$ cat src/core/isp_prog_pkg.sv
package isp_prog_pkg;
  localparam int SYS_KHZ       = 10000;
  localparam int CORE_KHZ      = 1000;
  localparam int FAST_CORE_KHZ = 12000;
  localparam int T_PWRUP_US    = 20000;
  localparam int T_WD_FLASH_US = 4500;
  localparam int T_WD_FUSE_US  = 4500;
  localparam int T_WD_EE_US    = 9000;
  localparam int T_WD_ERASE_US = 9000;
  localparam int PWRUP_CYC     = T_PWRUP_US * (SYS_KHZ / 1000);
  localparam int WD_FLASH_CYC  = T_WD_FLASH_US * (SYS_KHZ / 1000);
  localparam int WD_FUSE_CYC   = T_WD_FUSE_US * (SYS_KHZ / 1000);
  localparam int WD_EE_CYC     = T_WD_EE_US * (SYS_KHZ / 1000);
  localparam int WD_ERASE_CYC  = T_WD_ERASE_US * (SYS_KHZ / 1000);
  localparam int CORE_MIN_PH   = (CORE_KHZ < FAST_CORE_KHZ) ? 2 : 3;
  // Strictly longer than the minimum core cycles per clock phase
  localparam int CORE_PH_CYC   = (CORE_MIN_PH * SYS_KHZ + CORE_KHZ - 1) / CORE_KHZ + 1;
  localparam int RST_PULSE_CYC = (2 * SYS_KHZ + CORE_KHZ - 1) / CORE_KHZ;
  localparam int MAX_TRIES     = 4;
  localparam int CMD_BITS      = 32;
  localparam int CNT_W         = 24;
  localparam logic [31:0] CMD_ENABLE = 32'hac53_0000;
  localparam logic [7:0]  ECHO_BYTE  = 8'h53;
  localparam logic [7:0]  B1_PROG    = 8'hac;
  localparam logic [7:0]  B1_PAGE_WR = 8'h4c;
  localparam logic [7:0]  B1_EE_WR   = 8'hc0;
  localparam logic [2:0]  B2_ERASE   = 3'h4;
  localparam logic [2:0]  B2_LOCK    = 3'h7;
  localparam logic [7:0]  B2_FUSE_LO = 8'ha0;
  localparam logic [7:0]  B2_FUSE_HI = 8'ha8;

  typedef enum logic [1:0] {
    OP_ENTER = 2'h0,
    OP_XFER  = 2'h1,
    OP_LEAVE = 2'h2
  } op_e;

  typedef enum logic [2:0] {
    ST_IDLE  = 3'h0,
    ST_PWRUP = 3'h1,
    ST_LO    = 3'h2,
    ST_HI    = 3'h3,
    ST_RSTP  = 3'h4,
    ST_WAIT  = 3'h5
  } state_e;

  typedef struct packed {
    op_e         op;
    logic [31:0] word;
  } req_s;

  typedef struct packed {
    logic       ok;
    logic [7:0] data;
  } rsp_s;
endpackage : isp_prog_pkg

$ cat src/core/isp_prog_host.sv
`timescale 1ns/10ps
module isp_prog_host
  import isp_prog_pkg::*;
#(
  parameter int HALF_CYC    = CORE_PH_CYC,
  parameter int RST_CYC     = RST_PULSE_CYC,
  parameter int PWRUP_CYC_P = PWRUP_CYC,
  parameter int FLASH_CYC_P = WD_FLASH_CYC,
  parameter int FUSE_CYC_P  = WD_FUSE_CYC,
  parameter int EE_CYC_P    = WD_EE_CYC,
  parameter int ERASE_CYC_P = WD_ERASE_CYC,
  parameter int TRIES       = MAX_TRIES
) (
  input  wire logic i_sys_clk,
  input  wire logic i_rstn,
  input  wire logic i_req_valid,
  input  wire req_s i_req,
  input  wire logic i_miso,
  output logic      o_cmd_ready,
  output logic      o_rsp_valid,
  output rsp_s      o_rsp,
  output logic      o_in_prog,
  output logic      o_tgt_rst_n,
  output logic      o_sck,
  output logic      o_mosi
);
  // Phases must outlast the target's minimum core cycles; the reset pulse must last at least two core cycles
  if (HALF_CYC < 5 || HALF_CYC * CORE_KHZ <= CORE_MIN_PH * SYS_KHZ ||
      RST_CYC < 1 || RST_CYC * CORE_KHZ < 2 * SYS_KHZ ||
      PWRUP_CYC_P < 1 || TRIES < 1 || TRIES > 15 ||
      FLASH_CYC_P < 1 || FUSE_CYC_P < 1 || EE_CYC_P < 1 || ERASE_CYC_P < 1 ||
      FLASH_CYC_P >= 2 ** CNT_W || FUSE_CYC_P >= 2 ** CNT_W ||
      PWRUP_CYC_P >= 2 ** CNT_W || ERASE_CYC_P >= 2 ** CNT_W || EE_CYC_P >= 2 ** CNT_W) begin : g_chk
    $error("isp_prog_host: parameter out of range");
  end

  typedef struct packed {
    state_e      st;
    logic [CNT_W-1:0] cnt;
    logic [5:0]  bitn;
    logic [31:0] sh;
    logic [31:0] rx;
    logic [CNT_W-1:0] wt;
    logic [3:0]  tries;
    logic        en_cmd;
    logic        in_prog;
    logic        rst_n;
    logic        sck;
    logic        mosi;
    logic        ms1;
    logic        ms2;
    logic        ms3;
    logic        miso;
    logic        rdy;
    logic        rsp_valid;
    rsp_s        rsp;
  } host_s;

  host_s s;
  host_s n;
  logic  rst_q1;
  logic  rst_q2;

  always_ff @(posedge i_sys_clk or negedge i_rstn) begin
    if (!i_rstn) begin
      rst_q1 <= 1'b0;
      rst_q2 <= 1'b0;
    end else begin
      rst_q1 <= 1'b1;
      rst_q2 <= rst_q1;
    end
  end

  // Minimum wait after a write-class command, zero for anything else
  function automatic logic [CNT_W-1:0] wait_of(input logic [31:0] w);
    logic [CNT_W-1:0] r;
    r = '0;
    if (w[31:24] == B1_PAGE_WR) r = CNT_W'(FLASH_CYC_P);
    else if (w[31:24] == B1_EE_WR) r = CNT_W'(EE_CYC_P);
    else if (w[31:24] == B1_PROG) begin
      if (w[23:21] == B2_ERASE) r = CNT_W'(ERASE_CYC_P);
      else if (w[23:21] == B2_LOCK) r = CNT_W'(FUSE_CYC_P);
      else if (w[23:16] == B2_FUSE_LO || w[23:16] == B2_FUSE_HI) r = CNT_W'(FUSE_CYC_P);
    end
    return r;
  endfunction : wait_of

  always_comb begin
    n = s;
    n.ms1 = i_miso;
    n.ms2 = s.ms1;
    n.ms3 = s.ms2;
    if (s.ms2 == s.ms3) n.miso = s.ms3;
    n.rsp_valid = 1'b0;
    n.cnt = (s.cnt == '0) ? '0 : s.cnt - 1'b1;
    unique case (s.st)
      ST_IDLE: begin
        if (i_req_valid) begin
          n.rsp_valid = 1'b1;
          n.rsp = '{ok: 1'b1, data: 8'h00};
          unique case (i_req.op)
            OP_ENTER: begin
              n.rsp_valid = 1'b0;
              n.rst_n = 1'b0;
              n.sck = 1'b0;
              n.in_prog = 1'b0;
              n.tries = 4'(TRIES - 1);
              n.st = ST_PWRUP;
              n.cnt = CNT_W'(PWRUP_CYC_P - 1);
            end
            OP_XFER: begin
              if (s.in_prog) begin
                n.rsp_valid = 1'b0;
                n.en_cmd = 1'b0;
                n.sh = i_req.word;
                n.wt = wait_of(i_req.word);
                n.bitn = '0;
                n.st = ST_LO;
                n.cnt = CNT_W'(HALF_CYC - 1);
              end else begin
                n.rsp.ok = 1'b0;
              end
            end
            OP_LEAVE: begin
              n.rst_n = 1'b1;
              n.in_prog = 1'b0;
            end
            default: n.rsp.ok = 1'b0;
          endcase
        end
      end
      ST_PWRUP: begin
        if (s.cnt == '0) begin
          n.en_cmd = 1'b1;
          n.sh = CMD_ENABLE;
          n.wt = '0;
          n.bitn = '0;
          n.st = ST_LO;
          n.cnt = CNT_W'(HALF_CYC - 1);
        end
      end
      ST_LO: begin
        n.mosi = s.sh[31];
        if (s.cnt == '0) begin
          n.sck = 1'b1;
          n.st = ST_HI;
          n.cnt = CNT_W'(HALF_CYC - 1);
        end
      end
      ST_HI: begin
        if (s.cnt == '0) begin
          n.rx = {s.rx[30:0], s.miso};
          n.sh = {s.sh[30:0], 1'b0};
          n.sck = 1'b0;
          n.bitn = s.bitn + 1'b1;
          n.st = ST_LO;
          n.cnt = CNT_W'(HALF_CYC - 1);
          if (s.bitn == 6'(CMD_BITS - 1)) begin
            n.st = ST_IDLE;
            if (s.en_cmd) begin
              if (n.rx[15:8] == ECHO_BYTE) begin
                n.in_prog = 1'b1;
                n.rsp_valid = 1'b1;
                n.rsp = '{ok: 1'b1, data: n.rx[15:8]};
              end else if (s.tries != '0) begin
                n.tries = s.tries - 1'b1;
                n.rst_n = 1'b1;
                n.st = ST_RSTP;
                n.cnt = CNT_W'(RST_CYC - 1);
              end else begin
                n.rsp_valid = 1'b1;
                n.rsp = '{ok: 1'b0, data: n.rx[15:8]};
              end
            end else begin
              // Fourth byte carries read data
              n.rsp_valid = 1'b1;
              n.rsp = '{ok: 1'b1, data: n.rx[7:0]};
              if (s.wt != '0) begin
                n.st = ST_WAIT;
                n.cnt = s.wt - 1'b1;
              end
            end
          end
        end
      end
      ST_RSTP: begin
        if (s.cnt == '0) begin
          n.rst_n = 1'b0;
          n.st = ST_PWRUP;
          n.cnt = CNT_W'(PWRUP_CYC_P - 1);
        end
      end
      ST_WAIT: begin
        if (s.cnt == '0) n.st = ST_IDLE;
      end
      default: n.st = ST_IDLE;
    endcase
    n.rdy = (n.st == ST_IDLE);
  end

  always_ff @(posedge i_sys_clk or negedge rst_q2) begin
    if (!rst_q2) begin
      s <= '0;
      s.st <= ST_IDLE;
      s.rst_n <= 1'b1;
      s.rdy <= 1'b1;
    end else begin
      s <= n;
    end
  end

  assign o_cmd_ready = s.rdy;
  assign o_rsp_valid = s.rsp_valid;
  assign o_rsp       = s.rsp;
  assign o_in_prog   = s.in_prog;
  assign o_tgt_rst_n = s.rst_n;
  assign o_sck       = s.sck;
  assign o_mosi      = s.mosi;

  // Checking helpers
  logic             sck_d;
  logic [CNT_W-1:0] ph;
  logic [CNT_W-1:0] rlow;
  logic [CNT_W-1:0] rhigh;
  logic [6:0]       edges;
  always_ff @(posedge i_sys_clk or negedge rst_q2) begin
    if (!rst_q2) begin
      sck_d <= 1'b0;
      ph <= '0;
      rlow <= '0;
      rhigh <= '0;
      edges <= '0;
    end else begin
      sck_d <= s.sck;
      ph <= (s.sck != sck_d) ? CNT_W'(1) : ph + 1'b1;
      rlow <= s.rst_n ? '0 : ((&rlow) ? rlow : rlow + 1'b1);
      rhigh <= !s.rst_n ? '0 : ((&rhigh) ? rhigh : rhigh + 1'b1);
      if (s.st == ST_IDLE || s.st == ST_PWRUP) edges <= '0;
      else if (s.sck && !sck_d) edges <= edges + 1'b1;
    end
  end

  a_sck_phase_min: assert property (@(posedge i_sys_clk) disable iff (!rst_q2)
    (s.sck != sck_d) |-> ph >= CNT_W'(HALF_CYC)) else $error("serial clock phase too short");
  a_mosi_setup: assert property (@(posedge i_sys_clk) disable iff (!rst_q2)
    $changed(s.mosi) |-> !s.sck && !$past(s.sck)) else $error("data changed near clock rise");
  a_rx_on_fall: assert property (@(posedge i_sys_clk) disable iff (!rst_q2)
    $changed(s.rx) |-> $fell(s.sck)) else $error("read data taken off the falling edge");
  a_pwrup_low: assert property (@(posedge i_sys_clk) disable iff (!rst_q2)
    s.st == ST_PWRUP |-> !s.sck && !s.rst_n) else $error("clock or reset high in power-up");
  a_enable_delay: assert property (@(posedge i_sys_clk) disable iff (!rst_q2)
    $rose(s.sck) |-> rlow >= CNT_W'(PWRUP_CYC_P)) else $error("enable sent too early");
  a_rst_pulse: assert property (@(posedge i_sys_clk) disable iff (!rst_q2)
    ($fell(s.rst_n) && $past(s.st) == ST_RSTP) |-> rhigh >= CNT_W'(RST_CYC))
    else $error("reset pulse too short");
  a_cmd_32_clk: assert property (@(posedge i_sys_clk) disable iff (!rst_q2)
    ($past(s.st) == ST_HI && s.st != ST_LO && s.st != ST_HI) |-> edges == 7'(CMD_BITS))
    else $error("command not 32 clocks long");
  a_echo_ok: assert property (@(posedge i_sys_clk) disable iff (!rst_q2)
    ($rose(s.in_prog)) |-> s.rx[15:8] == ECHO_BYTE && s.rsp_valid) else $error("enable without echo");
  a_wait_quiet: assert property (@(posedge i_sys_clk) disable iff (!rst_q2)
    s.st == ST_WAIT |-> !s.sck && !s.rdy) else $error("activity during write wait");
  a_write_hold: assert property (@(posedge i_sys_clk) disable iff (!rst_q2)
    ($past(s.st) == ST_HI && s.st == ST_WAIT) |-> !s.rdy [*8]) else $error("write wait cut short");
  a_refuse: assert property (@(posedge i_sys_clk) disable iff (!rst_q2)
    ($rose(s.sck) && !s.en_cmd) |-> s.in_prog) else $error("command sent before enable");
endmodule : isp_prog_host

$ cat config.mk
export PLATFORM = sky130hd
export DESIGN_NAME = isp_prog_host
export DESIGN_NICKNAME = d
export VERILOG_FILES = /design/src/core/isp_prog_pkg.sv /design/src/core/isp_prog_host.sv
export SDC_FILE = /design/constraint.sdc
export NUM_CORES = 1
export LEC_CHECK = 0
export ABC_AREA = 1
export BUFFER_PORTS_ARGS = -buffer_cell sky130_fd_sc_hd__buf_2
export CAP_MARGIN = 20
export CORE_MARGIN = 4
export CORE_UTILIZATION = 25
export DETAILED_ROUTE_END_ITERATION = 8
export PLACE_DENSITY = 0.39
export SLEW_MARGIN = 25
export SYNTH_ARGS = -nofsm -noshare
export SYNTH_HDL_FRONTEND = slang
export SYNTH_SLANG_ARGS = --single-unit
$ cat constraint.sdc
create_clock -name i_sys_clk -period 3.3 [get_ports i_sys_clk]
set_input_delay 0.825 -clock i_sys_clk [delete_from_list [all_inputs] [get_ports i_sys_clk]]
set_output_delay 0.825 -clock i_sys_clk [all_outputs]
set_load 0.02 [all_outputs]
==> results.md, run 1 <==
Outcome:
- The flow ran to the end, and the final reports show no timing, DRC or antenna violations.

STA:
- The worst hold slack after final layout is 231.1 ps.
- The routed design could run at a clock period as short as between 2000 and 2500 ps.
- The number of hold violations in the final report was 0.
- The final count of pins violating max slew is 0.
- In the final timing run, aggregate negative setup slack is 0 ps.
- Setup repair after global routing left no endpoint under its margin.
- The maximum clock frequency is 422.6 MHz.
- Headroom to the max-slew limit came out at 0.5472.
- Between clock sinks in the finished design, the worst skew comes to about 16 ps.
- The transition at the pin with the smallest max-transition slack is 676.7 ps.
- The share of the clock period used by the worst path after layout is 0.7171.
- In the post-route analysis, the smallest setup slack over all paths is 933.6 ps.
- Setup violations remaining at the end of the flow were counted as 0.

Global routing:
- The pin count of the biggest net entering global routing is 46.
- For met1 alone, demand over resource in global routing was 0.1971.
- The first global-routing pass estimated 31730 um of wire.
- The busiest layer in global routing is met2.
- After global routing the overflow that remains totals 0.
- For this run, global-route usage on met2 was measured as 0.2220.
- The number of global-route vias before repair is 5711.
- The initial antenna violation count is 0.
- For met3 alone, demand over resource in global routing was 0.01910.
- The global-route total usage across every layer is 0.1382.

Power:
- The reported leakage power is 3.508 nW.
- For this design the ratio of total power to cell area is 349.1 nW/um2.
- The fraction of power spent switching nets is 0.2311.
- IR analysis of the VDD net gives a maximum drop of 0.0002347 V.
- Cell internal power was estimated by the tool at 1.991 mW.
- Of the total power, the clock network draws 0.446.
- The power share of the sequential group is 0.524.
- Overall power consumption after layout is estimated at 2.590 mW.
- The combinational share of power is 0.030.
- The net switching power figure is 598.4 uW.

Routing:
- The per-cell routed wire length is 15.21 um.
- The number of vias after detailed routing is 5670.
- The final layout contains routed wiring with a total length of 19210 um.
- The number of DRC violations after detailed-routing iteration 0 is 341.
- After detailed routing, the number of vias per cell comes to 4.489.
- The count of TritonRoute iterations in the first routing pass is 5.
- The count of nets left with antenna violations once routing finished came out at 0.
- For this run, design rule violations remaining after detail routing come to 0.

Clock tree:
- For this design, the CTS-stage hold fixing added 0 buffers.
- Clock-pin slew was measured on the worst setup and hold paths at approximately 80 ps.
- TritonCTS built the clock tree.
- The number of levels in the clock H-tree is 3.
- The number of buffers added for setup after CTS is 0.
- The clock passes through at most 2 buffers.
- The clock sink count is roughly 110.
- Counting the buffers created by CTS gives 9.
- Once the clock tree was built, the resizer swapped 0 gates to a different size.
- The cell chosen for the clock root is sky130_fd_sc_hd__clkbuf_16.
- At the later pin of the worst-skew pair, clock insertion delay measures 360 ps.

Placed design:
- The count of buffers inserted at the top-level ports is 52.
- Routability-driven placement finished with a final weighted congestion of 0.8309.
- The half-perimeter wire length after placement is approximately 15000 um.
- At the placement stage, the worst setup path has a slack of 641.1 ps.

Setup path:
- The origin of the worst setup path is s[118].
- The worst register-to-register path ends at s[118].
- The critical register-to-register path startpoint is s[118].
- Of all nets on the critical path, the largest fanout is 10.
- Counting cells, the worst reg-to-reg path comes to 10.
- The worst setup path is launched from a flop.
- The worst setup path is of the flop to flop kind.
- Data arrives at the worst endpoint at 2610 ps.
- At the worst endpoint, the required time is about 3500 ps.
- The critical path endpoint category is a flop.
- The reg-to-reg setup timing slack is 930 ps.

Yosys:
- The count of cell types in the netlist is 49.
- In this run, synthesis inferred 0 flip-flops with an integrated enable.
- The synthesis-stage register bit count is about 110.
- The count of yosys warnings during synthesis is 0.
- The sequential cell area fraction in the yosys report is 0.4191.
- The async set or reset register ratio after synthesis is 1.000.
- For this run, the leading register cell type out of synthesis is sky130_fd_sc_hd__dfrtp_1.
- The net count after synthesis is 932.
- The post-synthesis instance total is 882.
- In this run the cell area of the synthesized design comes to 6514 um2.
- The post-synthesis area per instance is 7.385 um2.

Flow run:
- The tool flagged a number of max-cap violations equal to 0.

Cells and area:
- For this run, the post-layout net count is 978.
- The layout overhead on the synthesized area is 13.89%.
- The share of cells above drive strength 1 is 0.1447.
- At the end of the flow the core is filled with cells to 0.2921.
- The count of inserted antenna diode cells is 0.

Min path:
- The type of the most critical hold path is input port to async pin.

Floorplan:
- For this configuration, the core starts out at a cell density of 0.2565.
- The total core area is approximately 25000 um2.
- The die is roughly 170 um tall.
- The floorplan step defined a die boundary enclosing 28700 um2.
- In this run the count of I/O pins placed on the die edge is 53.
- Measured along the x axis, the die boundary spans 169.4 um.
- The floorplan row count is 58.
==> power groups by stage <==
stage	Clock [mW]	Combinational (mW)	Sequential (mW)
global placement	0	0.0801	1.39
finish	1.15	0.0779	1.36
CTS	1.20	0.0804	1.36
global route	1.24	0.0899	1.36
detailed placement	0	0.0803	1.39
floorplan	0	0.0226	1.39
==> layer usage <==
layer / part of all wire / routed length (um) / up-vias
li1: - / - / 2937
met3: 0.024 / 462 / 12
met1: 0.50 / 9669 / 2654
met4: 0.014 / 266 / 0
met5: 0 / 0 / -
met2: 0.46 / 8814 / 67
==> placed cells by master (no fill, tap or decap), types with 9 or more instances in the layout <==
| master | count |
|---|---|
| sky130_fd_sc_hd__o21ai_1 | 20 |
| sky130_fd_sc_hd__nand2_2 | 10 |
| sky130_fd_sc_hd__nand4_1 | 19 |
| sky130_fd_sc_hd__nor2_1 | 90 |
| sky130_fd_sc_hd__buf_4 | 11 |
| sky130_fd_sc_hd__dfrtp_1 | 106 |
| sky130_fd_sc_hd__nor3_1 | 9 |
| sky130_fd_sc_hd__nand2_1 | 238 |
| sky130_fd_sc_hd__ha_1 | 12 |
| sky130_fd_sc_hd__a21oi_1 | 29 |
| sky130_fd_sc_hd__inv_2 | 9 |
| sky130_fd_sc_hd__inv_1 | 88 |
| sky130_fd_sc_hd__nor2_2 | 12 |
| sky130_fd_sc_hd__buf_2 | 52 |
| sky130_fd_sc_hd__o21ai_0 | 55 |
| sky130_fd_sc_hd__clkbuf_16 | 9 |
| sky130_fd_sc_hd__nand3_1 | 88 |
| sky130_fd_sc_hd__xor2_1 | 10 |
==> synthesized netlist by cell type, types with 2 or more instances <==
| master | instances | area, um2 |
|---|---|---|
| sky130_fd_sc_hd__a21oi_1 | 29 | 145.1 |
| sky130_fd_sc_hd__a22o_1 | 2 | 17.52 |
| sky130_fd_sc_hd__buf_2 | 8 | 40.04 |
| sky130_fd_sc_hd__buf_4 | 13 | 97.59 |
| sky130_fd_sc_hd__buf_6 | 4 | 45.04 |
| sky130_fd_sc_hd__clkbuf_1 | 4 | 15.01 |
| sky130_fd_sc_hd__dfrtp_1 | 107 | 2678 |
| sky130_fd_sc_hd__dfstp_2 | 2 | 52.55 |
| sky130_fd_sc_hd__ha_1 | 12 | 150.1 |
| sky130_fd_sc_hd__inv_1 | 88 | 330.3 |
| sky130_fd_sc_hd__inv_2 | 9 | 33.78 |
| sky130_fd_sc_hd__nand2_1 | 238 | 893.4 |
| sky130_fd_sc_hd__nand2_2 | 10 | 62.56 |
| sky130_fd_sc_hd__nand2_4 | 2 | 22.52 |
| sky130_fd_sc_hd__nand3_1 | 88 | 440.4 |
| sky130_fd_sc_hd__nand3_2 | 2 | 20.02 |
| sky130_fd_sc_hd__nand3b_1 | 2 | 15.01 |
| sky130_fd_sc_hd__nand4_1 | 19 | 118.9 |
| sky130_fd_sc_hd__nor2_1 | 90 | 337.8 |
| sky130_fd_sc_hd__nor2_2 | 12 | 75.07 |
| sky130_fd_sc_hd__nor2_4 | 6 | 67.56 |
| sky130_fd_sc_hd__nor2_8 | 2 | 40.04 |
| sky130_fd_sc_hd__nor3_1 | 9 | 45.04 |
| sky130_fd_sc_hd__o211ai_1 | 6 | 45.04 |
| sky130_fd_sc_hd__o21ai_0 | 55 | 275.3 |
| sky130_fd_sc_hd__o21ai_1 | 20 | 100.1 |
| sky130_fd_sc_hd__o21bai_1 | 2 | 15.01 |
| sky130_fd_sc_hd__o22ai_1 | 2 | 12.51 |
| sky130_fd_sc_hd__o31ai_1 | 3 | 22.52 |
| sky130_fd_sc_hd__or2_2 | 3 | 18.77 |
| sky130_fd_sc_hd__xnor2_1 | 6 | 52.55 |
| sky130_fd_sc_hd__xor2_1 | 10 | 87.58 |
==> registers in the layout, summed over array words and instances, names as in the netlist <==
signal       cells
s               90
o_rsp            9
n                2
o_cmd_ready      1
o_in_prog        1
o_mosi           1
o_rsp_valid      1
o_sck            1
o_tgt_rst_n      1
rst_q1           1
rst_q2           1
==> worst max-delay path, stage by stage (launching register included) <==
cell                       delay [ps]
sky130_fd_sc_hd__dfrtp_1          360
sky130_fd_sc_hd__inv_1            140
sky130_fd_sc_hd__ha_1             240
sky130_fd_sc_hd__nand2_1           70
sky130_fd_sc_hd__nor2_1           180
sky130_fd_sc_hd__nand3_4          200
sky130_fd_sc_hd__buf_4            250
sky130_fd_sc_hd__o21bai_1         260
sky130_fd_sc_hd__nand3_1          210
sky130_fd_sc_hd__a21oi_1          250
sky130_fd_sc_hd__nor2_1            80
==> kinds of logic (layout without fill, tap and decap cells) <==
family	count (synthesis)	after routing	share of synthesized area
AOI/OAI and AO/OA	128	128	0.1091
xor gates and xnor gates	16	16	0.02151
adders and majority gates	13	13	0.02459
buffers and inverters	128	179	0.08740
DFF	109	109	0.4191
muxes	1	1	0.001729
other	1	1	0.0005757
and+or+nand+nor	486	486	0.3360
==> through the flow <==
step,cells,instance area (um2)
after global placement,1247,7112
after CTS,1263,7418
after floorplan,882,6514
after detailed placement,1247,7112
final,1263,7418
after global routing,1263,7418
==> worst max-delay path by stage <==
stage	endpoint
2_1_floorplan	n[12]
5_1_grt	s[108]
3_3_place_gp	s[84]
4_1_cts	s[118]
3_5_place_dp	s[84]
6_report	s[118]
==> cell type report <==
type                            count  area [um2]
Timing Repair Buffer               65       382.9
Sequential cell                   109        2734
Multi-Input combinational cell    645        3214
Clock inverter                      5       63.81
Inverter                           98       367.9
Fill cell                        2830       17980
Tap cell                          330       412.9
Clock buffer                       11       242.7
Power figures use the tool's default switching activity.
==> inputs of run 2 (changes only) <==
PLACE_DENSITY = 0.38   (was 0.39)
clock period = 2.2 ns   (was 3.3 ns; I/O delays follow)
==> run 2 against run 1 <==
Against the previous run: routed wire length increased by 4.3%; final area increased by 4.3%; maximum frequency increased by 18%; clock power increased by 51%; first-iteration DRC count increased by 6.2%; register-to-register slack got worse by 730 ps; sequential share of layout area decreased by 1.5 points; sequential cell count unchanged; total power increased by 50%; cell count increased by 2.6%; sequential power increased by 50%; largest cell class unchanged.
==> results.md, run 2 (synthesized netlist as in run 1, its figures left out) <==
Setup path:
- The required time of the worst setup path is 2500 ps (-1040 ps).
- The highest cell delay on the worst timing path came to 470 ps (+110 ps).
- The worst setup path is launched from a flop.
- The worst setup path is captured at a flop.
- Walking the worst path, the cells encountered are inv_2 -> ha_2 -> ha_1 -> inv_1 -> nand2_1 -> a21oi_1 -> nor2_1 -> nor2_1 -> nand2_1 -> nand3_1 -> o21ai_0 -> nand4_1.
- The buffers plus inverters on the worst setup path is 2 (unchanged).
- The maximum fanout encountered on the critical timing path is 8 (-2).
- Broken down by cell family, the worst path's largest delay share belongs to simple AND/OR/NAND/NOR gates.
- The data arrival at the endpoint of the critical path is 2300 ps (-310 ps).
- The slowest stage of the critical path is the sky130_fd_sc_hd__dfrtp_1 cell.
- The critical setup path kind is flop to flop.

STA:
- The worst-case clock skew was 12.74 ps (-2.925 ps).
- The remaining max-slew budget at the tightest pin is 0.5598 (+0.01267).
- The worst hold slack after final layout is 294.9 ps (+63.75 ps).
- The share of the clock period used by the worst path after layout is 0.9094 (+0.1923).
- The transition at the pin with the smallest max-transition slack is 657.8 ps (-18.93 ps).
- The setup-violating endpoint count in the final report is 0 (unchanged).
- The maximum clock frequency is 499.8 MHz (+18%).
- The final period demand of the worst path came to 2001 ps (-365.8 ps).
- Setup repair after global routing could not meet its margin everywhere.
- The final count of pins violating max slew is 0 (unchanged).
- The number of hold violations in the final report is 0 (unchanged).

Floorplan:
- The total core area is 25400 um2 (unchanged).
- The initial standard-cell utilization of the core is 0.2565 (unchanged).
- The floorplan row count is 58 (unchanged).
- The die area is 28700 um2 (unchanged).
- The overall die width is 169.4 um (unchanged).
- The die outline height is 169.4 um (unchanged).
- The top-level port count is 53 (unchanged).

Routing:
- The count of TritonRoute iterations in the first routing pass is 5 (unchanged).
- The per-cell routed wire length is 15.46 um (+1.7%).
- The number of remaining DRC errors was 0 (unchanged).
- The final wirelength came to 20040 um (+4.3%).
- The number of routed nets with antenna violations is 0 (unchanged).
- The number of vias after detailed routing is 5796 (+2.2%).
- The ratio of routed vias to standard cells was 4.472 (-0.38%).
- The number of DRC violations after detailed-routing iteration 0 was 362 (+6.2%).

Clock tree:
- TritonCTS built the clock tree.
- The number of buffers added for setup after CTS is 0 (unchanged).
- The deepest clock path buffer count is 2 (unchanged).
- The clock insertion delay at the later pin of the skew report was 360 ps (about the same).
- The number of buffers created by CTS is 9 (unchanged).
- The tree is rooted in a sky130_fd_sc_hd__clkbuf_16.
- The clock transition at the register clock pins on the worst setup and hold paths after CTS is 80 ps (about the same).
- The clock sink count came to 109 (unchanged).
- The number of levels in the clock H-tree is 3 (unchanged).

Cells and area:
- The most common cell after layout, fill and taps aside is sky130_fd_sc_hd__nand2_1.
- More flip-flops sit in one register than any other, and that register is s.
- The count of inserted antenna diode cells came to 0 (unchanged).
- The area growth from synthesis to layout is 18.77%.
- The number of fillers in the final layout is 2837 (+0.25%).
- The top cell types in the final layout, fill and taps aside, are sky130_fd_sc_hd__nand2_1 (238), sky130_fd_sc_hd__dfrtp_1 (106), sky130_fd_sc_hd__nor2_1 (88).
- The share of cells above drive strength 1 is 0.1801 (+0.03543).
- The final-stage net count is 1012 (+3.5%).
- The number of flip-flops in the largest register was 90 (unchanged).

Outcome:
- The flow ran to the end, and the final reports show no timing, DRC or antenna violations.

Global routing:
- The pin count of the biggest net entering global routing is 43 (-6.5%).
- The initial antenna violation count was 0 (unchanged).
- The total grt overflow came to 0 (unchanged).
- The wire length of the first global-routing pass is 33130 um (+4.4%).
- The number of global-route vias before repair is 5917 (+3.6%).
- The global-route total usage across every layer is 0.1452 (+0.006973).

Power:
- The worst-case vdd ir drop came to 0.0003235 V (+38%).
- The reported leakage power is 3.708 nW (+5.7%).
- The power consumption is 3.897 mW (+50%).
- The power per standard cell area came to 503.8 nW/um2 (+44%).

Placed design:
- The half-perimeter wire length after placement came to 15380 um (+5.1%).
- The count of buffers inserted at the top-level ports is 52 (unchanged).
- The final weighted congestion in routability-driven placement is 0.8141 (-2.0%).

Flow run:
- The number of max-cap violations was 0 (unchanged).

Min path:
- The type of the most critical hold path is flop to async pin.
run 2: stage by stage:
stage               area (um2)  setup TNS [ps]  utilization  setup WS, ps  instances
floorplan                 6515               0            -         377.1        882
global placement          7397          -79.88       0.2912        -79.88       1280
detailed placement        7397          -23.01       0.2912        -23.01       1280
CTS                       7716               0       0.3038         44.61       1296
global route              7736          -7.786       0.3046        -7.786       1296
finish                    7736               0       0.3046         199.4       1296
run 2: final timing paths:
kind / to / depth (start not counted) / start / slack (ps)
worst max-delay path: s[134] / 12 / s[39] / 200
max in group asynchronous: o_tgt_rst_n / 1 / rst_q2 / 1230
worst min-delay path: s[87] / 0 / rst_q2 / 290
worst max register to register: s[134] / 12 / s[39] / 200
worst min register to register: s[87] / 0 / rst_q2 / 290
min in group i_sys_clk: n[13] / 1 / i_miso / 310
run 2: per-layer routing:
layer  GRT usage  up-vias  routed length, um
met3     0.02632       14                537
met4     0.03010        0                252
met5           0        -                  0
met1      0.2035     2708              10020
met2      0.2360       77               9232
li1            -     2997                  -
run 2: final cells by class:
class,instances,area [um2],share of cell area
Clock buffer,10,239.0,0.03089
Multi-Input combinational cell,645,3236,0.4182
Clock inverter,5,67.56,0.008734
Timing Repair Buffer,99,678.2,0.08766
Tap cell,330,412.9,0.05337
Inverter,98,369.1,0.04771
Sequential cell,109,2734,0.3534
run 2: power by group:
group	leakage (nW)	total, mW	internal, mW	switching [mW]
registers	1.33	2.04	2.01	0.0214
logic	2.22	0.121	0.0474	0.0741
clock network	0.151	1.74	0.927	0.814
run 2: what timing repair did:
action / CTS / global route
pin swaps: 0 / 0
resized for setup: 1 / 7
hold endpoints to repair: 2 / 0
endpoints found under the setup margin: 2 / 12
cloned: 0 / 0
hold buffers: 1 / 0
